File: src/rtl/pbc_pkg.sv
// Package for the PHY basic control register block
package pbc_pkg;
	// Register address inside the management register space
	localparam logic [4:0] ADDR_CTRL = 5'h00;
	// Bit positions
	localparam int BIT_RESET   = 15;
	localparam int BIT_LOOP    = 14;
	localparam int BIT_SPEED   = 13;
	localparam int BIT_ANEN    = 12;
	localparam int BIT_PDOWN   = 11;
	localparam int BIT_ISOLATE = 10;
	localparam int BIT_RESTART = 9;
	localparam int BIT_DUPLEX  = 8;
	localparam int BIT_COLTEST = 7;
	// Reset values
	localparam logic RST_ANEN    = 1'h1;
	localparam logic RST_PDOWN   = 1'h0;
	localparam logic RST_ISOLATE = 1'h0;
	localparam logic RST_RESTART = 1'h0;
	localparam logic RST_DUPLEX  = 1'h1;
	localparam logic RST_COLTEST = 1'h0;
	localparam logic RST_SPEED   = 1'h1;
	localparam logic [15:0] RST_RDATA = 16'h0000;

	typedef struct packed {
		logic anen;
		logic pdown;
		logic isolate;
		logic restart;
		logic duplex;
		logic coltest;
		logic speed;
		logic [15:0] rdata;
	} pbc_state_t;

	// Management access request
	typedef struct packed {
		logic        wr;
		logic        rd;
		logic [4:0]  addr;
		logic [15:0] wdata;
	} pbc_mgmt_req_t;

	// Negotiation result from the datapath
	typedef struct packed {
		logic started;
		logic duplex;
		logic speed;
	} pbc_neg_t;
endpackage
File: src/rtl/pbc_ctrl.sv
// PHY basic control register: negotiation, power down, duplex, collision test
//
// How it works
// - Negotiation enable selects negotiated duplex and speed
// - Power-down bit idles PHY; management still works
// - MII outputs held quiet during power down
// - Restart bit reads one until negotiation starts
// - Restart ignored while negotiation disabled
// - Clearing restart does not stop negotiation
// - Written duplex applies only without negotiation
// - Duplex reads negotiated value when enabled
// - Collision test echoes TX_EN onto COL
// - Low seven bits read zero, writes dropped
// - Speed reads negotiated value when enabled
`timescale 1ns/1ps
module pbc_ctrl (
	// Clock and reset
	input  wire logic                   clk_in,
	input  wire logic                   srst_in,
	// Management access
	input  wire pbc_pkg::pbc_mgmt_req_t mgmt_in,
	output logic [15:0]                 rdata_out,
	// Negotiation engine
	input  wire pbc_pkg::pbc_neg_t      neg_in,
	output logic                        neg_enable_out,
	output logic                        neg_restart_out,
	// Effective mode to datapath
	output logic                        power_down_out,
	output logic                        isolate_out,
	output logic                        duplex_out,
	output logic                        speed_out,
	// Internal MII
	input  wire logic                   mii_tx_en_in,
	input  wire logic                   mii_col_in,
	input  wire logic                   mii_crs_in,
	input  wire logic                   mii_rx_dv_in,
	output logic                        mii_col_out,
	output logic                        mii_crs_out,
	output logic                        mii_rx_dv_out
);
	pbc_pkg::pbc_state_t s_q;
	pbc_pkg::pbc_state_t s_d;
	logic                hit;
	logic                eff_duplex;
	logic                eff_speed;

	assign hit = (mgmt_in.addr == pbc_pkg::ADDR_CTRL);
	assign eff_duplex = s_q.anen ? neg_in.duplex : s_q.duplex;
	assign eff_speed  = s_q.anen ? neg_in.speed : s_q.speed;

	always_comb
	begin
		s_d = s_q;
		// Self-clear once the engine reports start; write of 1 with ANEN set wins same cycle
		if (s_q.restart && neg_in.started)
			s_d.restart = 1'b0;
		if (mgmt_in.wr && hit)
		begin
			s_d.anen    = mgmt_in.wdata[pbc_pkg::BIT_ANEN];
			s_d.pdown   = mgmt_in.wdata[pbc_pkg::BIT_PDOWN];
			s_d.isolate = mgmt_in.wdata[pbc_pkg::BIT_ISOLATE];
			s_d.duplex  = mgmt_in.wdata[pbc_pkg::BIT_DUPLEX];
			s_d.coltest = mgmt_in.wdata[pbc_pkg::BIT_COLTEST];
			s_d.speed   = mgmt_in.wdata[pbc_pkg::BIT_SPEED];
			// Restart only latched with negotiation enabled; clearing it is harmless
			if (mgmt_in.wdata[pbc_pkg::BIT_RESTART] && mgmt_in.wdata[pbc_pkg::BIT_ANEN])
				s_d.restart = 1'b1;
			else if (!mgmt_in.wdata[pbc_pkg::BIT_ANEN])
				s_d.restart = 1'b0;
		end
		if (mgmt_in.rd)
		begin
			s_d.rdata = 16'h0000;
			if (hit)
			begin
				s_d.rdata[pbc_pkg::BIT_SPEED]   = eff_speed;
				s_d.rdata[pbc_pkg::BIT_ANEN]    = s_q.anen;
				s_d.rdata[pbc_pkg::BIT_PDOWN]   = s_q.pdown;
				s_d.rdata[pbc_pkg::BIT_ISOLATE] = s_q.isolate;
				s_d.rdata[pbc_pkg::BIT_RESTART] = s_q.restart;
				s_d.rdata[pbc_pkg::BIT_DUPLEX]  = eff_duplex;
				s_d.rdata[pbc_pkg::BIT_COLTEST] = s_q.coltest;
			end
		end
	end

	always_ff @(posedge clk_in)
	begin
		if (srst_in)
		begin
			s_q.anen    <= pbc_pkg::RST_ANEN;
			s_q.pdown   <= pbc_pkg::RST_PDOWN;
			s_q.isolate <= pbc_pkg::RST_ISOLATE;
			s_q.restart <= pbc_pkg::RST_RESTART;
			s_q.duplex  <= pbc_pkg::RST_DUPLEX;
			s_q.coltest <= pbc_pkg::RST_COLTEST;
			s_q.speed   <= pbc_pkg::RST_SPEED;
			s_q.rdata   <= pbc_pkg::RST_RDATA;
		end
		else
		begin
			s_q <= s_d;
		end
	end

	assign rdata_out       = s_q.rdata;
	assign neg_enable_out  = s_q.anen && !s_q.pdown;
	// Engine sees the held request; a later clear from software does not abort it
	assign neg_restart_out = s_q.restart && s_q.anen;
	assign power_down_out  = s_q.pdown;
	assign isolate_out     = s_q.isolate;
	assign duplex_out      = eff_duplex;
	assign speed_out       = eff_speed;
	// Quiet MII while powered down, collision test echoes transmit enable
	assign mii_col_out   = !s_q.pdown && (s_q.coltest ? mii_tx_en_in : mii_col_in);
	assign mii_crs_out   = !s_q.pdown && mii_crs_in;
	assign mii_rx_dv_out = !s_q.pdown && mii_rx_dv_in;
endmodule

File: config.mk
export PLATFORM = sky130hd
export DESIGN_NAME = pbc_ctrl
export DESIGN_NICKNAME = d
export VERILOG_FILES = /design/src/rtl/pbc_pkg.sv /design/src/rtl/pbc_ctrl.sv
export SDC_FILE = /design/constraint.sdc
export NUM_CORES = 1
export LEC_CHECK = 0
export BUFFER_PORTS_ARGS = -buffer_cell sky130_fd_sc_hd__buf_2
export CAP_MARGIN = 20
export CORE_MARGIN = 2
export CORE_UTILIZATION = 40
export DETAILED_ROUTE_END_ITERATION = 7
export PLACE_DENSITY = 0.79
export SYNTH_ARGS = -nofsm -noshare
export SYNTH_HDL_FRONTEND = slang
export SYNTH_SLANG_ARGS = --single-unit
File: constraint.sdc
create_clock -name clk_in -period 1.4 [get_ports clk_in]
set_input_delay 0.21 -clock clk_in [delete_from_list [all_inputs] [get_ports clk_in]]
set_output_delay 0.21 -clock clk_in [all_outputs]
set_load 0.02 [all_outputs]
==> metrics.yaml, run 1 <==
status: "complete, no violations"
p_leak_nw: 0.435
io_buffer_count: 38
cts_tree: "done"
viasPerCell: 4.75
synthesis.area_um2: 803
synth_top_cell_by_area: "dfxtp_1"
gp_congestion: 0.747
drv_slew: 0
cp.required_ps: 1190
synthDistinctLibCells: 24
dieWidth_um: 48.8
grt_usage: 0.141
core_area_um2: 1920
drc: 0
crit_slowest_cell: "dfxtp_2"
grt_pass1_vias: 631
rsz0062_at_grt: "no"
cp_cell_sequence: "mux2_2 -> buf_2"
finalCritPeriodShare: 0.956
hold_viol: 0
tns_ps: 0
die_area_um2: 2380
fp.dieH_um: 48.8
max_freq_mhz: 747
cp_max_fo: 3
clk_latency_ps: 270
drive_gt1_frac: 0.410
synthCells: 91
cp-end-kind: "output pin"
yosysMostFrequentCell: "buf_4"
routedWlPerCell_um: 10.6
drtAntennaViolNets: 0
critPathLaunchType: "flop"
routed_wl_um: 1580
crit_type: "reg -> out"
fillerInstances: 208
cpPeakStageDelay_ps: 350
start_util: 0.418
path_delay_family: "flip-flops"
critPathBufInv: 1
cts_root_buf: "clkbuf_4"
regArea_um2: 282
io_pins: 57
min_path_type: "in -> reg"
cts_buffers: 3
synthTopCellsByCount: "buf_4 (16), dfxtp_1 (14), a21oi_1 (7), nand2b_1 (7), nand4_1 (7)"
drt_pass1_iterations: 4
syn_to_final_growth_pct: 19.2
synth_edf_count: 0
diodes: 0
setup_viol: 0
overflow: 0
avgSynthCellArea_um2: 8.83
synth_top_cell_area_share: 0.349
max_cap_violations: 0
path_clk_slew_ps: 80
total_power_uw: 801
min_period_ps: 1340
yosys_warnings: 0
synthArstFlopShare: 0
grt_max_degree: 17
clock_skew_ps: 1.70
drt_iter0_drc: 14
layout.nets: 155
grt_pass1_wl_um: 2630
seq_area_frac_synth: 0.349
clk_path_buf_depth: 2
multi_input_area_um2: 378
cts_sinks: 14
hpwl_um: 1250
vias: 708
ys_ff_latch: 14
ir_worst_vdd_uv: 332
num_rows: 16
cp.arrival_ps: 1130
htree_levels: 1
yosys-top-cells-area: "dfxtp_1 (35%), buf_4 (15%), nand2b_1 (5.5%), nand4_1 (5.5%), a21oi_1 (4.4%)"
antenna_found_initial: 0
p_per_area_nw_per_um2: 837
synthFlopType: "dfxtp_1"
[worst reg2reg max path, stage by stage (launching register included)]
cell and delay, ps:
dfxtp_2 350, mux2_2 340, nand4_1 90, a21oi_1 60
[area by class of cell]
class                      count  area share
clock buffer                   4      0.0379
inverter                       4      0.0157
multi-input combinational     59       0.395
sequential                    14       0.294
tap                           27      0.0353
timing repair buffer          41       0.222
[state kept, by name (all words and copies together), names as in the netlist]
| register | cells |
|---|---|
| rdata_out | 7 |
| s_q | 5 |
| isolate_out | 1 |
| power_down_out | 1 |
[final timing paths]
kind                     start           end  slack (ps)  cells after the start
setup / recovery       s_q[22]    duplex_out          60                      2
hold / removal      mgmt_in[7]       s_q[17]         150                      2
setup reg to reg       s_q[22]  rdata_out[8]         440                      3
hold reg to reg   rdata_out[9]  rdata_out[9]         470                      2
[routing by layer]
metal	part of all wire	global-route usage	wire length, µm	vias up
met1	0.42	0.163	654	323
met5	0	0	0	-
met2	0.51	0.247	800	30
met4	0.012	0.0857	19	0
met3	0.063	0.0184	100	2
li1	-	-	-	353
[repair_timing]
action	in CTS	in global routing
gates resized for setup	0	1
setup endpoints to repair	0	2
hold buffers	0	0
setup buffers	0	0
[stage by stage]
| stage | cell area (µm²) | setup WS [ps] | utilization | cells | hold WS [ps] |
|---|---|---|---|---|---|
| after floorplan | 833 | 332 | - | 99 | 345 |
| after global placement | 920 | 292 | 0.479 | 145 | 434 |
| after detailed placement | 920 | 256 | 0.479 | 145 | 435 |
| after CTS | 956 | 13.3 | 0.497 | 149 | 149 |
| after global routing | 957 | 17.1 | 0.498 | 149 | 155 |
| final | 957 | 62.2 | 0.498 | 149 | 153 |
[placed cells by master, fill, tap and decap left out]
| master | n |
|---|---|
| mux2_2 | 2 |
| nor2_1 | 6 |
| a21oi_1 | 7 |
| a31o_1 | 3 |
| a31oi_1 | 1 |
| clkbuf_4 | 3 |
| and2_1 | 1 |
| nor2b_1 | 4 |
| mux2i_1 | 3 |
| nand2b_1 | 7 |
| a41oi_1 | 1 |
| nor3_2 | 1 |
| a311oi_1 | 3 |
| conb_1 | 9 |
| buf_4 | 3 |
| inv_1 | 4 |
| clkbuf_8 | 1 |
| nand4_1 | 7 |
| buf_2 | 38 |
| dfxtp_1 | 13 |
| dfxtp_2 | 1 |
| o21ai_1 | 1 |
| and3_1 | 1 |
| nor3_4 | 1 |
| and4b_1 | 1 |
[power by group]
group / internal (mW) / switching [mW] / leakage [nW]
Combinational: 0.0450 / 0.0777 / 0.302
Clock: 0.158 / 0.119 / 0.0210
Sequential: 0.400 / 0.00150 / 0.112
Total: 0.603 / 0.199 / 0.435
[cells by family (layout without fill, tap and decap cells)]
kind of cell           Yosys count  count (layout)  share of synthesized area
AND/OR/NAND/NOR                 29              29                      0.229
other                            1               9                    0.00467
flip-flops                      14              14                      0.349
AO/OA/AOI/OAI                   16              16                      0.134
buffers and inverters           26              49                      0.218
multiplexers                     5               5                     0.0654
(Power assumes the default switching activity.)
==> run 2, diff against run 1 <==
--- a/config.mk
+++ b/config.mk
@@ -8,9 +8,10 @@
 export BUFFER_PORTS_ARGS = -buffer_cell sky130_fd_sc_hd__buf_2
 export CAP_MARGIN = 20
 export CORE_MARGIN = 2
-export CORE_UTILIZATION = 40
+export CORE_UTILIZATION = 35
 export DETAILED_ROUTE_END_ITERATION = 7
-export PLACE_DENSITY = 0.79
+export PLACE_DENSITY = 0.7
+export REMOVE_ABC_BUFFERS = 1
 export SYNTH_ARGS = -nofsm -noshare
 export SYNTH_HDL_FRONTEND = slang
 export SYNTH_SLANG_ARGS = --single-unit
==> metrics.yaml, run 2 (same netlist as run 1, synthesis figures left out) <==
utilization: 0.441
overflow: 0
clock_skew_ps: 2.03
min_path_type: "in -> reg"
grt_max_degree: 17
hpwl_um: 1250
layout_common_cells: "buf_2 (38), dfxtp_1 (13), conb_1 (9)"
p_per_area_nw_per_um2: 845
max_cap_violations: 0
gp_congestion: 0.725
crit_path_start: "s_q[22]"
clk_path_buf_depth: 2
multi_input_area_um2: 378
rsz0062_at_grt: "no"
critPathLaunchType: "flop"
power_frac_seq: 0.492
post_cts_buffers: 0
io_pins: 57
crit_slowest_cell: "dfxtp_2"
cp_max_fo: 3
min_period_ps: 1340
cp-end-kind: "output pin"
p_int_uw: 604
cts_sinks: 14
cpPeakStageDelay_ps: 350
path_delay_family: "flip-flops"
cts_root_buf: "clkbuf_4"
swShare: 0.259
antenna_found_initial: 0
grt_usage: 0.124
io_buffer_count: 38
p_leak_nw: 0.441
layout_commonest_cell: "buf_2"
tns_ps: 0
finalCritPeriodShare: 0.957
viasPerCell: 4.47
drtAntennaViolNets: 0
critPathBufInv: 1
drt_iter0_drc: 12
start_util: 0.367
largest_register_ffs: 7
p_sw_uw: 212
vias: 675
drc: 0
power.share.clock: 0.356
final-instance-count-excl-fill: 151
pre_cts_slack_ps: 175
dpl.cell_count: 147
diodes: 0
regArea_um2: 282
status: "complete, no violations"
cp.arrival_ps: 1130
htree_levels: 1
layout.nets: 156
drv_slew: 0
max_freq_mhz: 747
cts_buffers: 3
setup_viol: 0
cts_tree: "done"
clk_latency_ps: 280
die_area_um2: 2690
cp.required_ps: 1190
syn_to_final_growth_pct: 20.2
crit_type: "reg -> out"
hold_viol: 0
routedWlPerCell_um: 10.5
grt_pass1_vias: 587
grt_pass1_wl_um: 2490
dieWidth_um: 51.9
cts_hold_buf: 0
reg2reg_from: "s_q[22]"
min_from: "mgmt_in[7]"
num_rows: 17
rrSetupSlack_ps: 440
cts_resized: 0
ir_worst_vdd_uv: 456
fillerInstances: 231
drt_pass1_iterations: 4
path_clk_slew_ps: 90
routed_wl_um: 1590
core_area_um2: 2190
fp.dieH_um: 51.9
drive_gt1_frac: 0.415
cp_cell_sequence: "mux2_2 -> buf_2"
setup_slack_ps: 60.7
combPwrFrac: 0.152
## run 2: cell types whose count changed in the layout (fill, tap and decap cells not counted)
cell / delta
buf_4: +1
## run 2: worst register-to-register path: cells and delay by family (launching register included)
kind / cells / cell delay, ps
DFF: 1 / 350
muxes: 1 / 340
and+or+nand+nor: 1 / 90
AOI/OAI and AO/OA: 1 / 60
## run 2: worst paths after layout
path | cells after the start | to
worst max register to register | 3 | rdata_out[13]
worst max-delay path | 2 | speed_out
worst min register to register | 2 | rdata_out[13]
worst min-delay path | 2 | s_q[17]
## run 2: final cells by class
cell class,count,area share
multi-input combinational,59,0.391
sequential,14,0.291
timing repair buffer,42,0.228
clock buffer,4,0.0376
tap,28,0.0363
inverter,4,0.0155
## run 2: layer usage
layer,track usage,routed length [µm]
met4,0.0395,6
met3,0.0345,133
met5,0,0
met2,0.207,773
met1,0.152,674
## run 2: through the flow
| step | instance area, µm² | hold slack, ps | power, mW |
|---|---|---|---|
| 2_1_floorplan | 673 | 279 | 0.471 |
| 6_report | 966 | 152 | 0.816 |
| 4_1_cts | 965 | 146 | 0.823 |
| 3_5_place_dp | 928 | 441 | 0.534 |
| 5_1_grt | 966 | 153 | 0.856 |
| 3_3_place_gp | 928 | 435 | 0.533 |
## run 2: power by group through the flow
stage | Clock (mW) | Combinational, mW | Sequential, mW
3_5_place_dp | 0 | 0.123 | 0.411
6_report | 0.291 | 0.124 | 0.401
5_1_grt | 0.319 | 0.136 | 0.402
2_1_floorplan | 0 | 0.0590 | 0.412
4_1_cts | 0.299 | 0.123 | 0.401
3_3_place_gp | 0 | 0.122 | 0.411
==> run 3, diff against run 2 <==
--- a/config.mk
+++ b/config.mk
@@ -5,12 +5,13 @@
 export SDC_FILE = /design/constraint.sdc
 export NUM_CORES = 1
 export LEC_CHECK = 0
+export ABC_AREA = 1
 export BUFFER_PORTS_ARGS = -buffer_cell sky130_fd_sc_hd__buf_2
 export CAP_MARGIN = 20
 export CORE_MARGIN = 2
 export CORE_UTILIZATION = 35
 export DETAILED_ROUTE_END_ITERATION = 7
-export PLACE_DENSITY = 0.7
+export PLACE_DENSITY = 0.71
 export REMOVE_ABC_BUFFERS = 1
 export SYNTH_ARGS = -nofsm -noshare
 export SYNTH_HDL_FRONTEND = slang
==> metrics.yaml, run 3 <==
io_pins: 57
start_util: 0.363
status: "complete, no violations"
overflow: 0
ys_ff_latch: 14
power.share.clock: 0.334
yosys_warnings: 0
largest_register_ffs: 7
yosysMostFrequentCell: "nand2_1"
ir_worst_vdd_uv: 347
whs_ps: 97.6
dieWidth_um: 51.2
cp_max_fo: 3
cts_root_buf: "clkbuf_4"
gp_congestion: 0.783
fin_area_um2: 942
synthCells: 105
cp-end-kind: "output pin"
seq_area_frac_synth: 0.360
grt_max_degree: 15
max_freq_mhz: 794
fillerInstances: 230
io_buffer_count: 38
grt_pass1_wl_um: 2700
cp.required_ps: 1190
routed_wl_um: 1560
num_rows: 17
cp.arrival_ps: 1050
hpwl_um: 1260
clk_latency_ps: 270
synth_top_cell_area_share: 0.360
synthTopCellsByCount: "nand2_1 (23), buf_4 (16), dfxtp_1 (14)"
p_int_uw: 621
rsz0062_at_grt: "no"
p_sw_uw: 238
htree_levels: 1
synthDistinctLibCells: 19
critPathLaunchType: "flop"
drive_gt1_frac: 0.380
yosys-top-cells-area: "dfxtp_1 (36%), buf_4 (15%), nand2_1 (11%), nor2_1 (5.3%), a21oi_1 (4.5%)"
cts_sinks: 14
min_path_type: "in -> reg"
placed_area_um2: 905
die_area_um2: 2620
drc: 0
p_per_area_nw_per_um2: 911
syn_to_final_growth_pct: 20.9
layout.nets: 170
final-instance-count-excl-fill: 165
synthesis.area_um2: 779
grt_usage: 0.140
fp.dieH_um: 51.2
vias: 708
synth_edf_count: 0
antenna_found_initial: 0
synth_top_cell_by_area: "dfxtp_1"
clock_skew_ps: 5.02
diodes: 0
hold_viol: 0
drv_slew: 0
cts_buffers: 3
crit_type: "reg -> out"
layout_commonest_cell: "buf_2"
clk_path_buf_depth: 2
grt_pass1_vias: 661
layout_common_cells: "buf_2 (38), nand2_1 (23), dfxtp_1 (13)"
core_area_um2: 2150
tns_ps: 0
finalCritPeriodShare: 0.900
drt_iter0_drc: 10
setup_viol: 0
viasPerCell: 4.29
drt_pass1_iterations: 4
cts_tree: "done"
dpl.cell_count: 161
cts_resized: 0
p_leak_nw: 0.501
avgSynthCellArea_um2: 7.42
min_period_ps: 1260
swShare: 0.277
path_clk_slew_ps: 90
synthFlopType: "dfxtp_1"
post_cts_buffers: 0
power_frac_seq: 0.485
synthArstFlopShare: 0
cts_hold_buf: 0
routedWlPerCell_um: 9.44
combPwrFrac: 0.181
max_cap_violations: 0
drtAntennaViolNets: 0
==> run 3: cell count changes after synthesis, moves of 4 or more <==
cell,before,now
nand2_1,0,23
nand2b_1,7,0
nand3_1,0,4
nand4_1,7,0
nor2_1,6,11
nor2b_1,4,0
o21ai_0,0,7
==> run 3: path summary, 6_finish.rpt <==
check / start / to / slack [ps] / cells past startpoint
max reg2reg: s_q[22] / rdata_out[13] / 600 / 5
min: srst_in / s_q[19] / 100 / 2
max: s_q[17] / mii_col_out / 140 / 3
min reg2reg: isolate_out / rdata_out[10] / 490 / 2
==> run 3: through the flow <==
| stage | setup slack (ps) | utilization | total power [mW] |
|---|---|---|---|
| floorplan | 457 | - | 0.512 |
| global placement | 424 | 0.421 | 0.578 |
| detailed placement | 387 | 0.421 | 0.582 |
| CTS | 83.8 | 0.438 | 0.869 |
| global route | 75.3 | 0.439 | 0.903 |
| finish | 141 | 0.439 | 0.858 |
==> run 3: layout make-up <==
cell class | count | area (µm²) | area share
flip-flops and latches | 14 | 282 | 0.299
repair buffers | 38 | 190 | 0.202
inverters | 9 | 33.8 | 0.0359
clock buffers | 4 | 36.3 | 0.0385
multi-input cells | 72 | 365 | 0.388
well taps | 28 | 35.0 | 0.0372
==> run 3: per-layer routing <==
metal / up-vias / GRT usage / wire [µm] / part of all wire
met5: - / 0 / 0 / 0
li1: 369 / - / - / -
met2: 19 / 0.245 / 845 / 0.54
met1: 318 / 0.151 / 612 / 0.39
met3: 2 / 0.0205 / 73 / 0.047
met4: 0 / 0.108 / 27 / 0.017
==> run 3: power by group through the flow <==
stage	sequential, mW	clock, mW	combinational (mW)
after floorplan	0.439	0	0.0736
after global placement	0.425	0	0.152
after detailed placement	0.426	0	0.156
after CTS	0.417	0.296	0.156
after global routing	0.418	0.313	0.172
final	0.416	0.287	0.155
==> run 3: cell families after synthesis <==
| kind of cell | count (synthesis) | share of synthesized area |
|---|---|---|
| AOI/OAI and AO/OA | 18 | 0.120 |
| buffers and inverters | 27 | 0.210 |
| DFF | 14 | 0.360 |
| muxes | 1 | 0.0128 |
| other | 1 | 0.00481 |
| and+or+nand+nor | 44 | 0.292 |
==> run 3: critical path, stage by stage, from the launching register on <==
cell     delay, ps
dfxtp_1        370
mux2i_1        190
nor2_1          50
buf_2          160
